### src/logic/spe_defs.svh
// Contract
// RL1: transmit-empty flag at 1 raises the transmit-empty request, usable by DMA.
// RL2: transmit-end request only in normal mode with flag and its enable both 1.
// RL3: receive-full flag at 1 raises the receive-full request, usable by DMA.
// RL4: overrun, parity or framing flag raises error request; error and end never DMA.
// RL5: own code and enable per request (error and full requests share rx_irq_enable); DMA moves clear empty and full flags.
// RL6: priority error, full, empty, end; empty wins over end.
// RL7: smart-card: no end request; error from overrun, parity or error-signal flags.
// RL8: smart-card frame success sets end and empty flags together.
// RL9: smart-card error signal resends same byte, end flag stays 0.
// RL10: error-signal flag never cleared by hardware; software clears it. Here stop or standby also clears it with the status reset.
// RL11: smart-card receive error sets error flag, leaves full flag unset.
// RL12: transfer controller is set up before the serial unit.
// RL13: after reset module stopped; registers usable only after stop released.
// RL14: receiver keeps running in a break; framing flag sets again.
// RL15: transmit disabled: pin driven from port data and direction.
// RL16: clearing transmit enable aborts the frame at once.
// RL17: synchronous mode: no transmit start while receive error flags set.
// RL18: move from buffer to shifter sets transmit-empty flag. Here smart-card mode sets it only at frame success.
// RL19: buffer writes always accepted; write while not empty overwrites.
// RL20: external clock waits five cycles after DMA buffer update.
// RL21: stop or standby resets transmit shifter, buffer, status; pin high after.
// RL22: stop or standby resets receive shifter, buffer and status.
// RL23: software clears enables before stop and follows resume sequence.
// RL24: requests are levels while flag and enable both 1.
// RL25: smart-card error signal sets error-signal flag; error request if enabled.
// RL26: smart-card parity error keeps data in receive buffer, full flag unset.
`ifndef SPE_DEFS_SVH
`define SPE_DEFS_SVH
`define SPE_CTRL_OFS 8'h00
`define SPE_STATUS_OFS 8'h04
`define SPE_TXBUF_OFS 8'h08
`define SPE_RXBUF_OFS 8'h0c
`define SPE_PORT_OFS 8'h10
`define SPE_MSTOP_OFS 8'h14
`define SPE_PRIO_OFS 8'h18
`define SPE_STATUS_RST 7'h03
`define SPE_MSTOP_RST 1'b1
`endif

### src/logic/spe_pkg.sv
package spe_pkg;
    // highest pending request, in priority order
    typedef enum logic [2:0] {SPE_REQ_NONE, SPE_REQ_ERR, SPE_REQ_RXF, SPE_REQ_TXE,
        SPE_REQ_TXEND} spe_req_t;
    // control bits: ctrl register bits 6..0 in this order from msb
    typedef struct packed {
        logic sync_mode;
        logic smart_mode;
        logic rx_enable_bit;
        logic tx_enable_bit;
        logic tx_end_irq_enable;
        logic rx_irq_enable;
        logic tx_irq_enable;
    } spe_ctrl_t;
    // status flags: status register bits 6..0 in this order from msb
    typedef struct packed {
        logic error_signal_flag;
        logic parity_error_flag;
        logic framing_error_flag;
        logic overrun_flag;
        logic rx_buffer_full_flag;
        logic tx_end_flag;
        logic tx_buffer_empty_flag;
    } spe_flags_t;
    typedef struct packed {
        spe_ctrl_t ctrl;
        spe_flags_t flags;
        logic mstop;
        logic port_data_reg;
        logic port_dir;
        logic [7:0] tx_buffer;
        logic [7:0] tx_shift_reg;
        logic tx_busy;
        logic tx_load;
        logic [7:0] rx_buffer;
        logic [31:0] prdata;
        logic pready;
        logic pslverr;
        logic rx_error_request;
        logic rx_full_request;
        logic tx_empty_request;
        logic tx_end_request;
        spe_req_t top_req;
        logic txd_out;
        logic txd_oe;
    } spe_state_t;
endpackage

### src/logic/spe_top.sv
// Implementation choices: the placing of the registers and register access over APB.
`include "spe_defs.svh"
module spe_top (
    // clock and reset
    input wire logic pclk,
    input wire logic presetn,
    // apb slave
    input wire logic psel,
    input wire logic penable,
    input wire logic pwrite,
    input wire logic [7:0] paddr,
    input wire logic [31:0] pwdata,
    output logic [31:0] prdata,
    output logic pready,
    output logic pslverr,
    // power control
    input wire logic standby,
    // frame engine side
    input wire logic tx_frame_done,
    input wire logic tx_error_sig,
    input wire logic tx_serial_bit,
    output logic tx_load,
    output logic [7:0] tx_shift_data,
    input wire logic rx_frame_done,
    input wire logic [7:0] rx_data,
    input wire logic rx_parity_bad,
    input wire logic rx_stop_bad,
    // transfer controller side
    input wire logic dma_tx_write,
    input wire logic [7:0] dma_tx_data,
    input wire logic dma_rx_read,
    output logic [7:0] dma_rx_data,
    // request outputs
    output logic rx_error_request,
    output logic rx_full_request,
    output logic tx_empty_request,
    output logic tx_end_request,
    output spe_pkg::spe_req_t top_req,
    // transmit pin
    output logic txd_out,
    output logic txd_oe
);
    import spe_pkg::*;

    spe_state_t st_ff;
    spe_state_t nxt_st;
    logic stopped;
    logic setup_ph;
    logic wr_acc;
    logic err_any;
    logic tx_start;

    assign stopped = st_ff.mstop | standby;
    assign setup_ph = psel & ~penable;
    assign wr_acc = psel & penable & st_ff.pready & pwrite & ~st_ff.pslverr;

    // next state of everything
    always_comb
    begin
        nxt_st = st_ff;
        nxt_st.tx_load = 1'b0;
        nxt_st.pready = 1'b0;
        // apb setup: latch read data and answer in the access phase
        if (setup_ph)
        begin
            nxt_st.pready = 1'b1;
            nxt_st.pslverr = 1'b0;
            nxt_st.prdata = 32'h0;
            if (paddr == `SPE_MSTOP_OFS)
                nxt_st.prdata = {31'h0, st_ff.mstop};
            else if (stopped)
                nxt_st.pslverr = 1'b1; // see RL13
            else if (paddr == `SPE_CTRL_OFS)
                nxt_st.prdata = {25'h0, st_ff.ctrl};
            else if (paddr == `SPE_STATUS_OFS)
                nxt_st.prdata = {25'h0, st_ff.flags};
            else if (paddr == `SPE_TXBUF_OFS)
                nxt_st.prdata = {24'h0, st_ff.tx_buffer};
            else if (paddr == `SPE_RXBUF_OFS)
                nxt_st.prdata = {24'h0, st_ff.rx_buffer};
            else if (paddr == `SPE_PORT_OFS)
                nxt_st.prdata = {30'h0, st_ff.port_dir, st_ff.port_data_reg};
            else if (paddr == `SPE_PRIO_OFS)
                nxt_st.prdata = {29'h0, st_ff.top_req};
            else
                nxt_st.pslverr = 1'b1;
        end
        // apb writes take effect at the completing edge
        if (wr_acc)
        begin
            if (paddr == `SPE_MSTOP_OFS)
                nxt_st.mstop = pwdata[0];
            else if (paddr == `SPE_CTRL_OFS)
                nxt_st.ctrl = pwdata[6:0];
            else if (paddr == `SPE_STATUS_OFS)
            begin
                // write 0 clears; clearing empty also clears end
                nxt_st.flags = st_ff.flags & pwdata[6:0]; // see RL10
                if (!pwdata[0])
                    nxt_st.flags.tx_end_flag = 1'b0;
            end
            else if (paddr == `SPE_TXBUF_OFS)
                nxt_st.tx_buffer = pwdata[7:0]; // see RL19
            else if (paddr == `SPE_PORT_OFS)
            begin
                nxt_st.port_data_reg = pwdata[0];
                nxt_st.port_dir = pwdata[1];
            end
        end
        // dma moves clear their flags; sets below still win
        if (dma_tx_write && !stopped)
        begin
            nxt_st.tx_buffer = dma_tx_data;
            nxt_st.flags.tx_buffer_empty_flag = 1'b0; // see RL5
            nxt_st.flags.tx_end_flag = 1'b0;
        end
        if (dma_rx_read && !stopped)
            nxt_st.flags.rx_buffer_full_flag = 1'b0; // see RL5
        // transmitter
        if (!st_ff.ctrl.tx_enable_bit)
            nxt_st.tx_busy = 1'b0; // see RL16
        else if (st_ff.tx_busy && tx_frame_done)
        begin
            if (st_ff.ctrl.smart_mode && tx_error_sig)
            begin
                nxt_st.flags.error_signal_flag = 1'b1; // see RL25
                nxt_st.tx_load = 1'b1; // see RL9
            end
            else
            begin
                nxt_st.tx_busy = 1'b0;
                if (st_ff.ctrl.smart_mode)
                begin
                    nxt_st.flags.tx_end_flag = 1'b1; // see RL8
                    nxt_st.flags.tx_buffer_empty_flag = 1'b1;
                end
                else if (st_ff.flags.tx_buffer_empty_flag)
                    nxt_st.flags.tx_end_flag = 1'b1;
            end
        end
        else if (tx_start)
        begin
            nxt_st.tx_shift_reg = st_ff.tx_buffer;
            nxt_st.tx_busy = 1'b1;
            nxt_st.tx_load = 1'b1;
            nxt_st.flags.tx_end_flag = 1'b0;
            // smart-card keeps empty low until the frame is acknowledged
            if (!st_ff.ctrl.smart_mode)
                nxt_st.flags.tx_buffer_empty_flag = 1'b1; // see RL18
        end
        // receiver keeps running through a break
        if (rx_frame_done && st_ff.ctrl.rx_enable_bit && !stopped)
        begin
            if (st_ff.flags.rx_buffer_full_flag)
                nxt_st.flags.overrun_flag = 1'b1;
            else
            begin
                nxt_st.rx_buffer = rx_data; // see RL26
                if (rx_parity_bad)
                    nxt_st.flags.parity_error_flag = 1'b1;
                if (rx_stop_bad && !st_ff.ctrl.smart_mode)
                    nxt_st.flags.framing_error_flag = 1'b1; // see RL14
                if (!rx_parity_bad && !(rx_stop_bad && !st_ff.ctrl.smart_mode))
                    nxt_st.flags.rx_buffer_full_flag = 1'b1; // see RL11
            end
        end
        // stop or standby resets shifters, buffers and status
        if (stopped)
        begin
            nxt_st.flags = `SPE_STATUS_RST; // see RL21
            nxt_st.tx_buffer = 8'h00;
            nxt_st.tx_shift_reg = 8'h00;
            nxt_st.tx_busy = 1'b0;
            nxt_st.tx_load = 1'b0;
            nxt_st.rx_buffer = 8'h00; // see RL22
        end
        // request levels from current flags and enables
        nxt_st.rx_error_request = err_any & st_ff.ctrl.rx_irq_enable; // see RL4
        nxt_st.rx_full_request = st_ff.flags.rx_buffer_full_flag // see RL24
            & st_ff.ctrl.rx_irq_enable; // see RL3
        nxt_st.tx_empty_request = st_ff.flags.tx_buffer_empty_flag
            & st_ff.ctrl.tx_irq_enable; // see RL1
        nxt_st.tx_end_request = st_ff.flags.tx_end_flag & st_ff.ctrl.tx_end_irq_enable
            & ~st_ff.ctrl.smart_mode; // see RL2
        // priority encoder
        if (nxt_st.rx_error_request)
            nxt_st.top_req = SPE_REQ_ERR; // see RL6
        else if (nxt_st.rx_full_request)
            nxt_st.top_req = SPE_REQ_RXF;
        else if (nxt_st.tx_empty_request)
            nxt_st.top_req = SPE_REQ_TXE;
        else if (nxt_st.tx_end_request)
            nxt_st.top_req = SPE_REQ_TXEND;
        else
            nxt_st.top_req = SPE_REQ_NONE;
        // pin: serial data when enabled, else port logic; idle high while stopped
        if (stopped)
        begin
            nxt_st.txd_out = 1'b1; // see RL21
            nxt_st.txd_oe = st_ff.port_dir;
        end
        else if (st_ff.ctrl.tx_enable_bit && st_ff.tx_busy)
        begin
            nxt_st.txd_out = tx_serial_bit;
            nxt_st.txd_oe = 1'b1;
        end
        else if (st_ff.ctrl.tx_enable_bit)
        begin
            nxt_st.txd_out = 1'b1;
            nxt_st.txd_oe = 1'b1;
        end
        else
        begin
            nxt_st.txd_out = st_ff.port_data_reg; // see RL15
            nxt_st.txd_oe = st_ff.port_dir;
        end
    end

    // error sources differ by mode; the error-signal flag only counts in smart-card
    always_comb
    begin
        if (st_ff.ctrl.smart_mode)
            err_any = st_ff.flags.overrun_flag | st_ff.flags.parity_error_flag
                | st_ff.flags.error_signal_flag; // see RL7
        else
            err_any = st_ff.flags.overrun_flag | st_ff.flags.parity_error_flag
                | st_ff.flags.framing_error_flag;
    end

    // start needs pending data; synchronous mode is blocked by receive errors
    assign tx_start = st_ff.ctrl.tx_enable_bit & ~st_ff.tx_busy & ~stopped
        & ~st_ff.flags.tx_buffer_empty_flag
        & ~(st_ff.ctrl.sync_mode & (st_ff.flags.overrun_flag
        | st_ff.flags.framing_error_flag | st_ff.flags.parity_error_flag)); // see RL17

    // the one state register
    always_ff @(posedge pclk or negedge presetn)
    begin
        if (!presetn)
        begin
            st_ff <= '0;
            st_ff.mstop <= `SPE_MSTOP_RST; // see RL13
            st_ff.flags <= `SPE_STATUS_RST;
            st_ff.txd_out <= 1'b1;
        end
        else
            st_ff <= nxt_st;
    end

    assign prdata = st_ff.prdata;
    assign pready = st_ff.pready;
    assign pslverr = st_ff.pslverr;
    assign tx_load = st_ff.tx_load;
    assign tx_shift_data = st_ff.tx_shift_reg;
    assign dma_rx_data = st_ff.rx_buffer;
    assign rx_error_request = st_ff.rx_error_request;
    assign rx_full_request = st_ff.rx_full_request;
    assign tx_empty_request = st_ff.tx_empty_request;
    assign tx_end_request = st_ff.tx_end_request;
    assign top_req = st_ff.top_req;
    assign txd_out = st_ff.txd_out;
    assign txd_oe = st_ff.txd_oe;
endmodule

### config.mk
export PLATFORM = sky130hd
export DESIGN_NAME = spe_top
export DESIGN_NICKNAME = d
export VERILOG_FILES = /design/src/logic/spe_pkg.sv /design/src/logic/spe_top.sv
export VERILOG_INCLUDE_DIRS = /design/src /design/src/logic
export SDC_FILE = /design/constraint.sdc
export NUM_CORES = 1
export LEC_CHECK = 0
export BUFFER_PORTS_ARGS = -buffer_cell sky130_fd_sc_hd__buf_2
export CORE_MARGIN = 10
export CORE_UTILIZATION = 30
export DETAILED_ROUTE_END_ITERATION = 10
export GPL_ROUTABILITY_DRIVEN = 1
export PLACE_DENSITY = 0.56
export RECOVER_POWER = 25
export SYNTH_ARGS = -nofsm -noshare
export SYNTH_HDL_FRONTEND = slang
export SYNTH_SLANG_ARGS = --single-unit
export TNS_END_PERCENT = 20
### constraint.sdc
create_clock -name pclk -period 2.2 [get_ports pclk]
set_input_delay 0.44 -clock pclk [delete_from_list [all_inputs] [get_ports pclk]]
set_output_delay 0.44 -clock pclk [all_outputs]
set_load 0.005 [all_outputs]
# Word-level counts from Yosys, hierarchy flattened
# Cells that the tools add are included.
# totals
regBits	62
input_bits	70
output_inout_bits	60
wordCells	174
# classes
n_eq_ne	13
muxes	70
bitwise	33
n_reduce_logical	26
# ops
operator	count
two-way mux 8 bit	12
two-way mux 10 bit	4
two-way mux 1 bit	28
two-way mux 7 bit	4
two-way mux 2 bit	13
two-way mux 26 bit	1
== test 8 x 5 -> 1 bit (second input constant)	3
two-way mux 18 bit	1
two-way mux 3 bit	6
== test 8 x 4 -> 1 bit (second input constant)	2
bitwise AND 1 bit	15
inverter 1 bit	11
logical AND 1 bit	9
!= test 3 x 2 -> 1 bit (second input constant)	3
== test 8 x 3 -> 1 bit (second input constant)	1
zero test 8 bit	1
bitwise AND 7 bit	1
bitwise OR 1 bit	6
AND reduction 2 bit	3
AND reduction 3 bit	2
AND reduction 6 bit	1
nonzero test 2 bit	3
nonzero test 3 bit	2
AND reduction 5 bit	1
other kinds (6)	9

# Longest topological paths before layout
# depth
depth_word	14
mapped_depth	6
depth_no_buf	5

# Worst setup path after synthesis
# Ideal clock, no wire load.
# synth_timing
path_type	input-to-reg
from	input paddr[1]
to	register st_ff[69] (netlist name)
setup_ps	125
arrival_ps	1943
t_required_ps	2075
setup_slack_ps	132
stages	5
n_path_buf	1
cell_sequence	or3_4 or3_1 buf_2 nor4_2 mux2_2
# synth_between
elab_chain_cells	3
word_cells_on_any_way	10
classes_between	eq/ne: 4; bitwise: 4; reduce/logical: 2
# synth_lines
element	line	rtl
from (decl)	spe_top.sv:11	input wire logic [7:0] paddr,
== test 8 x 4 -> 1 bit (no line), or another cell as far along	-	
inverter 1 bit (no line)	-	
AND reduction 6 bit (no line) (*)	-	
to (signal assigned)	spe_top.sv:247	st_ff <= nxt_st;
to (decl)	spe_top.sv:45	spe_state_t st_ff;
# Every way passes the cells marked *; elsewhere a longest branch is shown, timed or not.
# A chain may end at the register's enable or synchronous reset.

# Final worst setup path
# layout_timing
from	input paddr[1]
to	register st_ff[70] (netlist name)
# The elaborated chain is that of the path after synthesis.

==> results.py <==
metrics = {
    "finish": {
        "fin_cells": 560,
        "drive_above_1_share": 0.300,
        "nNetsFinal": 485,
        "fillerInstances": 1164,
        "n_antenna_cell": 0,
        "design_area_um2": 3880,
        "areaGrowthSynthToFinish_pct": 15.6,
    },
    "floorplan": {
        "io_pins": 130,
        "rows": 38,
        "die_area_um2": 15800,
        "die_w_um": 126,
        "dieHeight_um": 126,
        "core_area_um2": 10900,
        "initial_core_util": 0.308,
    },
    "logic_synthesis": {
        "yosys.area.top_type": "dfrtp_1",
        "ys_seq_area_frac": 0.464,
        "synth-compound-area-share": 0.151,
        "yosys.area.top_type_share": 0.433,
        "ys_top_cells_by_area": "dfrtp_1 43%, buf_4 11%, nand2_1 6.9%",
        "synth_cell_types": 44,
        "synthAdderAreaFrac": 0,
        "synth_top_family_by_area": "simple AND/OR/NAND/NOR gates",
        "ys_ff_latch": 62,
        "synth_cells": 350,
        "synth_edf_count": 0,
        "avgSynthCellArea_um2": 9.58,
        "syn_area_um2": 3350,
        "synth_ff_type": "dfrtp_1",
        "synth_simple_gate_area_share": 0.173,
        "synth_xor_area_frac": 0,
        "synthArstFlopShare": 1.00,
        "synth.area.mux_share": 0.0731,
        "ys_warn_count": 0,
    },
    "clocking": {
        "cts_tree": "yes",
        "h-tree-depth": 3,
        "max-clock-path-buffers": 2,
        "path_clk_slew_ns": 0.08,
        "clkLatencyLatePin_ns": 0.35,
        "cts-buffers-inserted": 9,
        "clock_sink_count": 62,
        "root_buffer": "clkbuf_8",
    },
    "sta": {
        "max_freq_ghz": 0.540,
        "rsz0062_at_grt": "false",
        "tns_ns": 0,
        "slew_viol_final": 0,
        "worst_slew_pin_slew_ns": 0.658,
        "finalHoldViolCount": 0,
        "setup_ws_ns": 0.349,
        "relSlewSlack": 0.562,
        "fin_skew_ns": 0.0129,
        "setup_viol": 0,
        "fin_crit_sh": 0.842,
        "fin_crit_ns": 1.85,
    },
    "setup_path": {
        "worstSetupPathType": "in2reg",
        "cp-end-kind": "flip-flop",
        "r2r_end": "st_ff[81]",
        "path_max_fanout": 3,
        "r2r_cells": 6,
        "crit_arrival_ns": 2.09,
        "rrSetupSlack_ns": 0.44,
        "crit_required_ns": 2.44,
        "r2r_start": "pslverr",
        "cp-start-kind": "input port",
    },
    "detailed_routing": {
        "drtAntennaViolNets": 0,
        "drcViolationCount": 0,
        "drt_iter0_drc": 121,
        "wl_per_cell_um": 17.5,
        "drtPass1Iterations": 4,
        "totalWireLength_mm": 9.83,
        "vias": 2615,
        "routed_via_density": 4.67,
    },
    "flow_run": {
        "maxCapViolCount": 0,
    },
    "hold_path": {
        "hold_start": "rx_data[0]",
        "hp-class": "in2reg",
        "holdPathStages": 3,
        "hold-path-endpoint": "dma_rx_data[0]",
    },
    "place": {
        "postPlaceCellArea_um2": 3700,
        "place_congestion": 0.852,
        "place_hpwl_mm": 7.71,
        "dp_cells": 543,
        "port-buffer-count": 81,
        "pre_cts_ws_ns": -0.00922,
    },
    "grt": {
        "grt_pass1_wl_mm": 15.0,
        "grt_max_degree": 36,
        "antenna_found_initial": 1,
        "overflow": 0,
        "grt_usage": 0.120,
        "grt_pass1_vias": 2701,
    },
    "run_status": {
        "outcome": "finished, final reports clean",
    },
    "pwr": {
        "leakage_uw": 0.00188,
        "power.density_nw_per_um2": 597,
        "ir_worst_vdd_v": 0.000220,
    },
}
-- stage by stage --
stage,hold slack (ns),util,total power (µW)
after CTS,0.304,0.357,2350
after floorplan,0.144,-,1310
final,0.318,0.356,2310
after global placement,0.319,0.339,1400
after global routing,0.308,0.356,2410
after detailed placement,0.324,0.339,1400
-- cells by family after synthesis --
family / count (synthesis)
simple gates: 117
compound gates: 76
mux: 23
flops: 62
other cells: 1
buf+inv: 71
-- synth_stat cells, types with 2 or more instances --
cell	count
buf_4	51
or3_1	3
o31a_1	2
mux2i_1	11
a22o_1	17
nor2_1	14
nor3_1	3
nor3_2	2
nand2b_1	6
dfrtp_1	58
o221ai_1	2
nand4_1	3
buf_1	3
nor2b_1	5
mux2_2	12
dfstp_2	4
a32o_1	4
a21oi_1	24
clkbuf_1	9
nand3_1	6
inv_1	5
buf_2	3
o21ai_0	16
o211ai_1	2
or2_2	2
nand2_1	62
nor4_1	2
o22ai_1	2
nor4_2	2
-- flip-flops by register name, summed over array words and instances, names as in the netlist --
signal / flops
rx_error_request: 1
prdata: 8
tx_empty_request: 1
st_ff: 26
txd_oe: 1
tx_shift_data: 8
pready: 1
dma_rx_data: 8
top_req: 3
tx_end_request: 1
rx_full_request: 1
txd_out: 1
pslverr: 1
tx_load: 1
-- layer usage --
metal	part of all wire	GRT usage	vias to the layer above
li1	-	-	1281
met1	0.44	0.146	1251
met2	0.49	0.196	71
met3	0.056	0.0386	10
met4	0.0076	0.0366	2
met5	0.0020	0	-
-- critical path, stage by stage --
cell    delay (ns)
buf_2         0.10
or3_4         0.38
or3_1         0.43
nor4_2        0.37
mux2_2        0.37
-- report_power, final --
group / leakage, µW / internal [µW] / switching, µW
Clock: 0.0000889 / 444 / 494
Sequential: 0.000844 / 1150 / 13.0
Combinational: 0.000951 / 79.1 / 130
-- final cells by class --
type | count | area [µm²] | share of cell area
Inverter | 5 | 18.8 | 0.00484
Tap cell | 140 | 175 | 0.0452
Clock inverter | 6 | 46.3 | 0.0119
Clock buffer | 10 | 138 | 0.0355
Sequential cell | 62 | 1560 | 0.401
Multi-Input combinational cell | 240 | 1430 | 0.369
Timing Repair Buffer | 97 | 510 | 0.132
-- worst max-delay path by stage --
stage | start | endpoint | slack [ns] | depth (start not counted)
final | paddr[1] | st_ff[70] | 0.35 | 5
after global routing | paddr[1] | st_ff[69] | 0.27 | 5
after floorplan | paddr[1] | st_ff[69] | 0.13 | 5
after global placement | paddr[1] | st_ff[70] | 0.02 | 5
after CTS | pslverr | st_ff[65] | 0.18 | 5
after detailed placement | paddr[1] | st_ff[69] | -0.009 | 5
-- layout by cell type (no fill, tap or decap), types with 6 or more instances in the layout --
cell type / count
nand2_1: 62
mux2i_1: 11
buf_4: 13
clkbuf_1: 10
nor2_1: 14
o21ai_0: 16
a22o_1: 17
a21oi_1: 24
nand3_1: 6
buf_2: 72
clkbuf_8: 10
dfrtp_1: 58
mux2_2: 12
nand2b_1: 6
conb_1: 24
-- repair_timing --
item,in CTS,in global routing
hold endpoints to repair,8,0
endpoints found under the setup margin,0,1
hold buffers,1,0
resized for setup,0,1
setup buffers,0,0
Power figures use the tool's default switching activity.
